File: src/pkg/scan_tile_pkg.sv
// shared constants and types of the user scan tile bridge
// assumes a 10 MHz reference clock that samples the slower test port pins
package scan_tile_pkg;

	// sixteen controller states, encoded 0 to 15 in declaration order
	typedef enum logic [3:0] {
		TLR, RTI, SEL_DR, CAP_DR, SHF_DR, EX1_DR, PAU_DR, EX2_DR, UPD_DR,
		SEL_IR, CAP_IR, SHF_IR, EX1_IR, PAU_IR, EX2_IR, UPD_IR
	} tap_state_t;

	// widths
	localparam int IR_W = 8;
	localparam int DR_W = 32;

	// instruction codes kept outside the user range
	localparam logic [7:0] OP_EXTEST   = 8'h00;
	localparam logic [7:0] OP_SAMPLE   = 8'h01;
	localparam logic [7:0] OP_CLAMP    = 8'h05;
	localparam logic [7:0] OP_HIGHZ    = 8'h07;
	localparam logic [7:0] OP_USERCODE = 8'h0e;
	localparam logic [7:0] OP_IDCODE   = 8'h0f;
	localparam logic [7:0] OP_BYPASS   = 8'hff;

	// user range bounds, inclusive
	localparam logic [7:0] USER_LO = 8'h10;
	localparam logic [7:0] USER_HI = 8'h7f;

	// reset and capture values
	localparam logic [7:0]  IR_RESET_VAL   = 8'h0f;
	localparam logic [7:0]  IR_CAPTURE_VAL = 8'h01;
	localparam logic [31:0] DR_RESET_VAL   = 32'h0000_0000;

	// timing counts
	localparam int SYNC_STAGES     = 2;
	localparam int TMS_RESET_EDGES = 5;

endpackage

File: src/logic/scan_sync.sv
// two flip-flop synchroniser for a bundle of independent pin levels
// assumes each bit is a slow level; bits are not coherent with each other
module scan_sync #(
	parameter int WIDTH = 1
) (
	// clock and reset
	input  wire logic             clk,
	input  wire logic             rst,
	// levels
	input  wire logic [WIDTH-1:0] din,
	output logic      [WIDTH-1:0] dout
);

	typedef struct packed {
		logic [WIDTH-1:0] meta;
		logic [WIDTH-1:0] stable;
	} sync_t;

	sync_t q_reg;
	sync_t q_next;

	// first stage feeds only the second stage
	always_comb begin
		q_next        = q_reg;
		q_next.meta   = din;
		q_next.stable = q_reg.meta;
	end

	always_ff @(posedge clk) begin
		if (rst) begin
			q_reg <= '0;
		end else begin
			q_reg <= q_next;
		end
	end

	assign dout = q_reg.stable;

endmodule

File: src/logic/user_scan_tile.sv
// test port controller and user access tile on one reference clock
// assumes the test clock is far slower than REF_CLK (at least 8 samples a period)
//
// How it works
// - whole instruction register shown on instr_reg_view, eight bits.
// - codes 16 to 127 are user codes, core decodes them freely.
// - instr_reg_view changes only on entry to Update-IR or in Test-Logic-Reset.
// - tap_reset_n low whenever in Test-Logic-Reset, also from power-up.
// - user_serial_in and user_test_clock wired straight from the pins.
// - in user range, user_serial_out drives the test data output in Shift-DR.
// - shift, update, capture flags high exactly in their DR states.
// - sixteen-state controller stepped by mode-select at rising test clock.
// - power-up and test reset pin force Test-Logic-Reset.
// - out of reset, state moves only on rising test clock edges.
// - serial input carries DR bits in Shift-DR, IR bits in Shift-IR.
// - IR works only in IR states, data register only in DR states.
// - tile stays connected in normal operation, no test mode needed.
// - standard codes, identification 0F and bypass FF, stay outside user range.
module user_scan_tile #(
	parameter logic [31:0] ID_VALUE   = 32'h0000_1001, // arbitrary value
	parameter logic [31:0] USER_VALUE = 32'h0000_0000  // arbitrary value
) (
	// clock and reset
	input  wire logic       REF_CLK,
	input  wire logic       RST,
	// test port pins
	input  wire logic       TCK,
	input  wire logic       TMS,
	input  wire logic       TDI,
	input  wire logic       TRST_N,
	output logic            TDO_O,
	output logic            TDO_OE,
	// core side
	output logic [7:0]      INSTR_REG_VIEW,
	output logic            TAP_RESET_N,
	output logic            USER_SERIAL_IN,
	output logic            USER_TEST_CLOCK,
	input  wire logic       USER_SERIAL_OUT,
	output logic            DR_SHIFT_FLAG,
	output logic            DR_UPDATE_FLAG,
	output logic            DR_CAPTURE_FLAG
);

	// saturation point of the mode-select run counter; it only has to reach the reset count
	localparam logic [2:0] ONES_MAX = 3'(scan_tile_pkg::TMS_RESET_EDGES);

	typedef struct packed {
		scan_tile_pkg::tap_state_t st;
		logic [7:0]                ir_sh;
		logic [7:0]                ir;
		logic [31:0]               dr;
		logic                      tck_q;
		logic                      tdo;
		logic                      tdo_en;
		logic                      rst_n;
		logic                      shf;
		logic                      upd;
		logic                      cap;
		logic [2:0]                ones;
	} core_t;

	core_t      q_reg;
	core_t      q_next;
	logic [4:0] pins;
	logic       s_tck;
	logic       s_tms;
	logic       s_tdi;
	logic       s_trst_n;
	logic       s_uso;
	logic       rise;
	logic       fall;
	logic       user_range;
	logic       wide_dr;

	// user_serial_out comes from core logic on the test clock, so it is resampled too
	scan_sync #(.WIDTH(5)) u_sync (
		.clk  (REF_CLK),
		.rst  (RST),
		.din  ({TRST_N, USER_SERIAL_OUT, TDI, TMS, TCK}),
		.dout (pins)
	);
	assign {s_trst_n, s_uso, s_tdi, s_tms, s_tck} = pins;

	// edges of the sampled test clock; all sampled pins share the same delay
	assign rise = s_tck & ~q_reg.tck_q;
	assign fall = ~s_tck & q_reg.tck_q;

	assign user_range = (q_reg.ir >= scan_tile_pkg::USER_LO) && (q_reg.ir <= scan_tile_pkg::USER_HI);
	assign wide_dr    = (q_reg.ir == scan_tile_pkg::OP_IDCODE) || (q_reg.ir == scan_tile_pkg::OP_USERCODE);

	// standard controller transitions
	function automatic scan_tile_pkg::tap_state_t tap_step(input scan_tile_pkg::tap_state_t s, input logic m);
		scan_tile_pkg::tap_state_t r;
		r = s;
		case (s)
			scan_tile_pkg::TLR:    r = m ? scan_tile_pkg::TLR    : scan_tile_pkg::RTI;
			scan_tile_pkg::RTI:    r = m ? scan_tile_pkg::SEL_DR : scan_tile_pkg::RTI;
			scan_tile_pkg::SEL_DR: r = m ? scan_tile_pkg::SEL_IR : scan_tile_pkg::CAP_DR;
			scan_tile_pkg::CAP_DR: r = m ? scan_tile_pkg::EX1_DR : scan_tile_pkg::SHF_DR;
			scan_tile_pkg::SHF_DR: r = m ? scan_tile_pkg::EX1_DR : scan_tile_pkg::SHF_DR;
			scan_tile_pkg::EX1_DR: r = m ? scan_tile_pkg::UPD_DR : scan_tile_pkg::PAU_DR;
			scan_tile_pkg::PAU_DR: r = m ? scan_tile_pkg::EX2_DR : scan_tile_pkg::PAU_DR;
			scan_tile_pkg::EX2_DR: r = m ? scan_tile_pkg::UPD_DR : scan_tile_pkg::SHF_DR;
			scan_tile_pkg::UPD_DR: r = m ? scan_tile_pkg::SEL_DR : scan_tile_pkg::RTI;
			scan_tile_pkg::SEL_IR: r = m ? scan_tile_pkg::TLR    : scan_tile_pkg::CAP_IR;
			scan_tile_pkg::CAP_IR: r = m ? scan_tile_pkg::EX1_IR : scan_tile_pkg::SHF_IR;
			scan_tile_pkg::SHF_IR: r = m ? scan_tile_pkg::EX1_IR : scan_tile_pkg::SHF_IR;
			scan_tile_pkg::EX1_IR: r = m ? scan_tile_pkg::UPD_IR : scan_tile_pkg::PAU_IR;
			scan_tile_pkg::PAU_IR: r = m ? scan_tile_pkg::EX2_IR : scan_tile_pkg::PAU_IR;
			scan_tile_pkg::EX2_IR: r = m ? scan_tile_pkg::UPD_IR : scan_tile_pkg::SHF_IR;
			scan_tile_pkg::UPD_IR: r = m ? scan_tile_pkg::SEL_DR : scan_tile_pkg::RTI;
			default:               r = scan_tile_pkg::TLR;
		endcase
		return r;
	endfunction

	// controller, registers and output stage
	always_comb begin
		q_next       = q_reg;
		q_next.tck_q = s_tck;
		if (!s_trst_n) begin
			q_next.st = scan_tile_pkg::TLR;
		end else if (rise) begin
			q_next.st = tap_step(q_reg.st, s_tms);
		end
		// run of rising edges with mode-select high, saturating so it never wraps back below the reset count
		if (rise) begin
			q_next.ones = !s_tms ? 3'h0 : ((q_reg.ones == ONES_MAX) ? ONES_MAX : q_reg.ones + 3'h1);
		end
		// register actions happen only in their own path states
		if (rise && s_trst_n) begin
			case (q_reg.st)
				scan_tile_pkg::CAP_IR: q_next.ir_sh = scan_tile_pkg::IR_CAPTURE_VAL;
				scan_tile_pkg::SHF_IR: q_next.ir_sh = {s_tdi, q_reg.ir_sh[7:1]};
				scan_tile_pkg::CAP_DR: q_next.dr = (q_reg.ir == scan_tile_pkg::OP_IDCODE) ? ID_VALUE :
					(q_reg.ir == scan_tile_pkg::OP_USERCODE) ? USER_VALUE : scan_tile_pkg::DR_RESET_VAL;
				scan_tile_pkg::SHF_DR: q_next.dr = wide_dr ? {s_tdi, q_reg.dr[31:1]} : {31'h0, s_tdi};
				default: q_next.dr = q_reg.dr;
			endcase
		end
		// the view only moves on entry to Update-IR, or back to the reset code in reset
		if (q_next.st == scan_tile_pkg::UPD_IR && q_reg.st != scan_tile_pkg::UPD_IR) begin
			q_next.ir = q_reg.ir_sh;
		end else if (q_next.st == scan_tile_pkg::TLR) begin
			q_next.ir = scan_tile_pkg::IR_RESET_VAL;
		end
		// output launched on the falling edge so the tester samples it on the next rise
		if (fall && q_reg.st == scan_tile_pkg::SHF_IR) begin
			q_next.tdo    = q_reg.ir_sh[0];
			q_next.tdo_en = 1'b1;
		end else if (fall && q_reg.st == scan_tile_pkg::SHF_DR) begin
			q_next.tdo    = user_range ? s_uso : q_reg.dr[0];
			q_next.tdo_en = 1'b1;
		end
		// drop the enable as soon as shifting ends, not half a test clock later
		if (q_next.st != scan_tile_pkg::SHF_IR && q_next.st != scan_tile_pkg::SHF_DR) begin
			q_next.tdo_en = 1'b0;
		end
		// flags follow the state register exactly
		q_next.rst_n = (q_next.st != scan_tile_pkg::TLR);
		q_next.shf   = (q_next.st == scan_tile_pkg::SHF_DR);
		q_next.upd   = (q_next.st == scan_tile_pkg::UPD_DR);
		q_next.cap   = (q_next.st == scan_tile_pkg::CAP_DR);
	end

	always_ff @(posedge REF_CLK) begin
		if (RST) begin
			q_reg       <= '0;
			q_reg.st    <= scan_tile_pkg::TLR;
			q_reg.ir    <= scan_tile_pkg::IR_RESET_VAL;
			q_reg.ir_sh <= scan_tile_pkg::IR_RESET_VAL;
		end else begin
			q_reg <= q_next;
		end
	end

	// outputs; the tile is always attached, no test mode gate
	assign INSTR_REG_VIEW  = q_reg.ir;
	assign TAP_RESET_N     = q_reg.rst_n;
	assign DR_SHIFT_FLAG   = q_reg.shf;
	assign DR_UPDATE_FLAG  = q_reg.upd;
	assign DR_CAPTURE_FLAG = q_reg.cap;
	assign TDO_O           = q_reg.tdo;
	assign TDO_OE          = q_reg.tdo_en;
	// straight wires, so the core sees the pin without added delay
	assign USER_SERIAL_IN  = TDI;
	assign USER_TEST_CLOCK = TCK;
endmodule

File: config.mk
export PLATFORM = sky130hd
export DESIGN_NAME = user_scan_tile
export DESIGN_NICKNAME = d
export VERILOG_FILES = /design/src/pkg/scan_tile_pkg.sv /design/src/logic/scan_sync.sv /design/src/logic/user_scan_tile.sv
export SDC_FILE = /design/constraint.sdc
export NUM_CORES = 1
export LEC_CHECK = 0
export BUFFER_PORTS_ARGS = -buffer_cell sky130_fd_sc_hd__buf_4
export CAP_MARGIN = 5
export CELL_PAD_IN_SITES_DETAIL_PLACEMENT = 2
export CELL_PAD_IN_SITES_GLOBAL_PLACEMENT = 2
export CORE_MARGIN = 4
export CORE_UTILIZATION = 37
export DETAILED_ROUTE_END_ITERATION = 8
export GPL_TIMING_DRIVEN = 0
export HOLD_SLACK_MARGIN = 0.06
export PLACE_DENSITY_LB_ADDON = 0.1
export SETUP_SLACK_MARGIN = 0.15
export SYNTH_ARGS = -nofsm -noshare
export SYNTH_HDL_FRONTEND = slang
export SYNTH_SLANG_ARGS = --single-unit
File: constraint.sdc
create_clock -name REF_CLK -period 2.32 [get_ports REF_CLK]
set_input_delay 0.348 -clock REF_CLK [delete_from_list [all_inputs] [get_ports REF_CLK]]
set_output_delay 0.348 -clock REF_CLK [all_outputs]
set_load 0.02 [all_outputs]
## Word-level counts from Yosys, hierarchy flattened

Index checks and enable logic that the tools add are counted.

| word-level totals | value |
|---|---|
| output and inout port bits | 16 |
| input port bits | 7 |
| register bits | 69 |
| word-level logic and storage cells | 87 |

| operators by class | value |
|---|---|
| reduce and logical (&&, ||, !) cells | 20 |
| bitwise operators | 4 |
| mux-type cells | 24 |
| equal/unequal tests | 24 |
| order comparisons | 2 |

Operator list:

| cell | number |
|---|---|
| $pmux 32 s2 | 1 |
| $pmux 4 s12 | 1 |
| $eq 4x4->1 const B | 10 |
| $mux 32 | 1 |
| $mux 4 | 6 |
| $eq 4x3->1 const B | 5 |
| $eq 8x4->1 const B | 2 |
| $mux 8 | 2 |
| $pmux 8 s2 | 1 |
| $mux 13 | 1 |
| $eq 4x2->1 const B | 3 |
| $mux 2 | 5 |
| $ge 8x5->1 const B | 1 |
| $le 8x7->1 const B | 1 |
| $logic_not 4->1 | 2 |
| $ne 4x4->1 const B | 2 |
| $reduce_bool 2->1 | 4 |
| $logic_and 1x1->1 | 6 |
| $mux 3 | 2 |
| $reduce_or 2->1 | 3 |
| $eq 4x1->1 const B | 1 |
| $mux 1 | 4 |
| $ne 4x3->1 const B | 1 |
| $reduce_and 2->1 | 2 |
| other kinds (5) | 7 |

## Longest topological paths before layout

| depth | value |
|---|---|
| depth after elaboration | 8 |
| mapped depth | 9 |
| gate-level depth less buffers | 6 |

## Hierarchy

A second synthesis with hierarchy kept.

| second synthesis, totals | value |
|---|---|
| cell total of the unflattened synthesis | 305 |
| area, all modules | 2778.9 um^2 |

By module, submodules not included:

| module | sequential area each (um^2) | instances | area each (um^2) | cells an instance |
|---|---|---|---|---|
| user_scan_tile | 1181.1 | 1 | 2516.2 | 285 |
| scan_sync | 200.2 | 1 | 262.8 | 20 |

## Least setup slack after synthesis

No wires, ideal clock.

| timing path | value |
|---|---|
| kind | register to register |
| start point | reg q_reg[60] (netlist name) |
| end point | reg q_reg, in the netlist INSTR_REG_VIEW[0] |
| cell stages (with the launch flop) | 8 |
| arrival time | 1.897 ns |
| period minus slack after synthesis | 2.014 ns |
| path slack | 0.306 ns |
| required time | 2.203 ns |
| setup time | 0.117 ns |
| cells stage by stage | dfxtp_1 > buf_6 > nor2b_4 > or4_4 > a31oi_4 > nor4_2 > a311o_1 > o22a_1 |

| on the way | value |
|---|---|
| word-level cells in the longest chain between the ends | 8 |

Ends and longest elaborated chain:

| element | line | source |
|---|---|---|
| from (decl) | user_scan_tile.sv:62 | `core_t q_reg;` |
| from (signal assigned) | user_scan_tile.sv:173 | `q_reg <= q_next;` |
| $eq 4x4->1, or another cell as far along | user_scan_tile.sv:95 | `case (s)` |
| $reduce_or 3->1 (no line) or $reduce_or 2->1 (tied branches) | - |  |
| $pmux 4 s12 | user_scan_tile.sv:95 |  |
| $mux 4 | user_scan_tile.sv:123 | `end else if (rise) begin` |
| $mux 4 | user_scan_tile.sv:121 | `if (!s_trst_n) begin` |
| $eq 4x4->1 | user_scan_tile.sv:142 | `if (q_next.st == scan_tile_pkg::UPD_IR && q_reg.st != scan_tile_pkg::UPD_IR) begin` |
| $logic_and 1x1->1 | user_scan_tile.sv:142 |  |
| $mux 8 or $reduce_bool 2->1 (tied branches) | - |  |

Several ways; a longest one is shown, not always the timed one.
A chain may end at the register's enable or synchronous reset.

## Final worst setup path

| timing path | value |
|---|---|
| start point | reg q_reg[60] (netlist name) |
| end point | reg q_reg, in the netlist INSTR_REG_VIEW[2] |

The elaborated chain is that of the path after synthesis.

==> qor.yml <==
outcome:
  status: "completed"
floorplan:
  die_w_um: 95.17
  io_pins: 23
  start_util_pct: 38.35
  core.rowCount: 31
  die-height_um: 95.17
  die_area_um2: 9057
  design.core.area_um2: 7331
grt:
  grt_pass1_wl_um: 12080
  antenna_found_initial: 0
  grt_max_degree: 13
  grt_pass1_vias: 2407
  grt_overflow: 0
  grtUsageTotal_pct: 17.16
cts:
  cts_tree: "yes"
  clock_sinks: 69
  numCtsBuffers: 9
  clk_pin_slew_ps: 80
  cts_buffer_depth: 2
  htreeDepth: 3
  root_buffer: "clkbuf_8"
  clock_latency_ps: 340
timing:
  worstMarginPinSlew_ps: 573.0
  fin_worst_skew_ps: 10.24
  setup_viol: 0
  rsz0062_at_grt: "yes"
  post-route-worst-setup-slack_ps: 77.79
  holdWs_ps: 219.1
  slew_viol_final: 0
  hold_viol: 0
  fin_crit_ps: 2242
  slew_headroom_pct: 61.80
  max_freq_ghz: 0.4460
  finalCritPeriodShare_pct: 96.65
worst_setup_path:
  critPathBufInv: 2
  r2r-end: "INSTR_REG_VIEW[2]"
  reg2reg_depth: 8
  endpoint_kind: "flop"
  cp_max_fo: 8
  cp.depth: 8
  crit_type: "flop to flop"
  path_cells: "buf_6 > nor2b_4 > or4_4 > a31oi_4 > nor4_2 > buf_4 > a311o_1 > o22a_1"
  cp.arrival_ps: 2480
  cpMaxStageDelayCell: "or4_4"
  max_stage_delay_ps: 530
  rrSetupSlack_ps: 80
  reg2reg_from: "q_reg[60]"
  required_ps: 2550
  path_delay_family: "compound AO/OA/AOI/OAI gates"
  critPathLaunchType: "flop"
yosys:
  synth-seq-cells: 69
  syn_inst: 293
  synthDistinctLibCells: 54
  syn_area_um2: 2811
  ys_seq_area_share_pct: 49.13
  synth_area_leaders: "dfxtp_1, a22oi_1, nor2_1, nor2b_1, buf_4"
  yosys.area.top_type: "dfxtp_1"
  yosysWarnings: 0
  synth.top_cell.area_share_pct: 49.13
  syn_area_per_cell_um2: 9.595
  async_flop_share_pct: 0
  synth-main-ff-cell: "dfxtp_1"
  synth_edf_count: 0
  syn_nets: 300
min_path:
  holdCritPathClass: "primary input to flop"
  whs_endpoint: "u_sync.q_next[1]"
  hp-start: "TMS"
  hold_path_depth: 2
place:
  gp_congestion: 0.7980
  post_dp_cell_area_um2: 3100
  dp.cells: 414
  pre_cts_slack_ps: -4.594
  port_buffers: 22
  dpl.hpwl_um: 4950
finish:
  instances_no_fill: 440
  final_cell_mix: "dfxtp_1, buf_4, nor2_1, a22oi_1, nor2b_1"
  antennaDiodeCount: 0
  fin_util_pct: 47.62
  nets: 344
  postLayoutCellArea_um2: 3491
  drive_gt1_share_pct: 28.15
  largest_register_ff_count: 45
  area_delta_synth_final_pct: 24.17
  layout_commonest_cell: "dfxtp_1"
pwr:
  intPower_mw: 1.712
  p_sw_uw: 501.6
  power.density_nw_per_um2: 634.0
  swShare_pct: 22.66
  p_seq_share_pct: 54.1
  leakage_nw: 1.317
  p_comb_share_pct: 3.0
  pwr-share-clk_pct: 42.8
  ir_drop_mv: 0.3311
run:
  cap_violations: 0
route:
  drtPass1Iterations: 4
  avgViaCountPerCell: 5.373
  vias: 2364
  avgRoutedWirePerCell_um: 16.98
  routed_wl_um: 7470
  drt_iter0_drc: 85
  drc: 0
  final_antenna_net_count: 0
-- per-layer routing --
layer	GRT usage, %	vias up	wire [um]
met4	6.851	0	61
met2	26.59	41	3499
met1	23.37	1178	3674
met5	0	-	0
li1	-	1141	-
met3	3.394	4	234
-- how the worst max path moves through the flow --
stage	start	endpoint
3_3_place_gp	q_reg[59]	INSTR_REG_VIEW[5]
6_report	q_reg[60]	INSTR_REG_VIEW[2]
3_5_place_dp	q_reg[59]	INSTR_REG_VIEW[5]
2_1_floorplan	q_reg[60]	INSTR_REG_VIEW[0]
4_1_cts	q_reg[58]	q_reg[36]
5_1_grt	q_reg[60]	INSTR_REG_VIEW[2]
-- power groups by stage --
stage	Clock (mW)	Combinational (mW)	Sequential, mW
after global placement	0	0.0591	1.22
after CTS	0.972	0.0620	1.20
after global routing	1.04	0.0747	1.20
after detailed placement	0	0.0604	1.23
final	0.948	0.0674	1.20
after floorplan	0	0.0376	1.22
-- cell families after synthesis --
family / count (synthesis) / synth area share, %
AOI/OAI and AO/OA: 79 / 21.54
xor gates and xnor gates: 1 / 0.3116
buffers and inverters: 33 / 6.497
DFF: 69 / 49.13
muxes: 6 / 2.136
and+or+nand+nor: 105 / 20.38
-- per-stage QoR --
step                setup TNS, ps  total power [mW]
global route             -0.09015             2.315
finish                          0             2.213
global placement                0             1.284
detailed placement         -4.594             1.286
floorplan                       0             1.261
CTS                             0             2.232
-- timing repair --
action,CTS,global route
resized for setup,7,34
setup buffers,2,9
pin swaps,1,8
hold buffers,0,0
setup endpoints to repair,38,42
-- synthesized netlist by cell type (2+ instances only) --
cell type  number
nand3_1         3
or2_1           3
nand2b_1        4
and2b_1         2
a21o_1          2
clkbuf_1       12
nand3b_1        2
nor3_1          3
o22ai_1         3
buf_2           8
nand4_1         2
a221o_1         4
a22o_1          5
nor2b_1        17
nor2_1         43
buf_4          11
or3_1           3
o22a_1          4
a22oi_1        34
nor4_1          2
nand2_1         6
and2_1          3
mux2i_1         6
dfxtp_1        69
o21ai_0         6
a21oi_1         6
a31oi_1         3
-- area by class of cell --
class | count | area (um^2)
plain buffers | 32 | 211.5
clock buffers | 9 | 123.9
clock inverters | 6 | 63.81
fillers | 776 | 3840
inverters | 1 | 3.754
multi-input cells | 191 | 1330
flip-flops and latches | 69 | 1386
well taps | 99 | 123.9
repair buffers | 33 | 247.7
No activity file was read; power rests on OpenSTA's default activity.
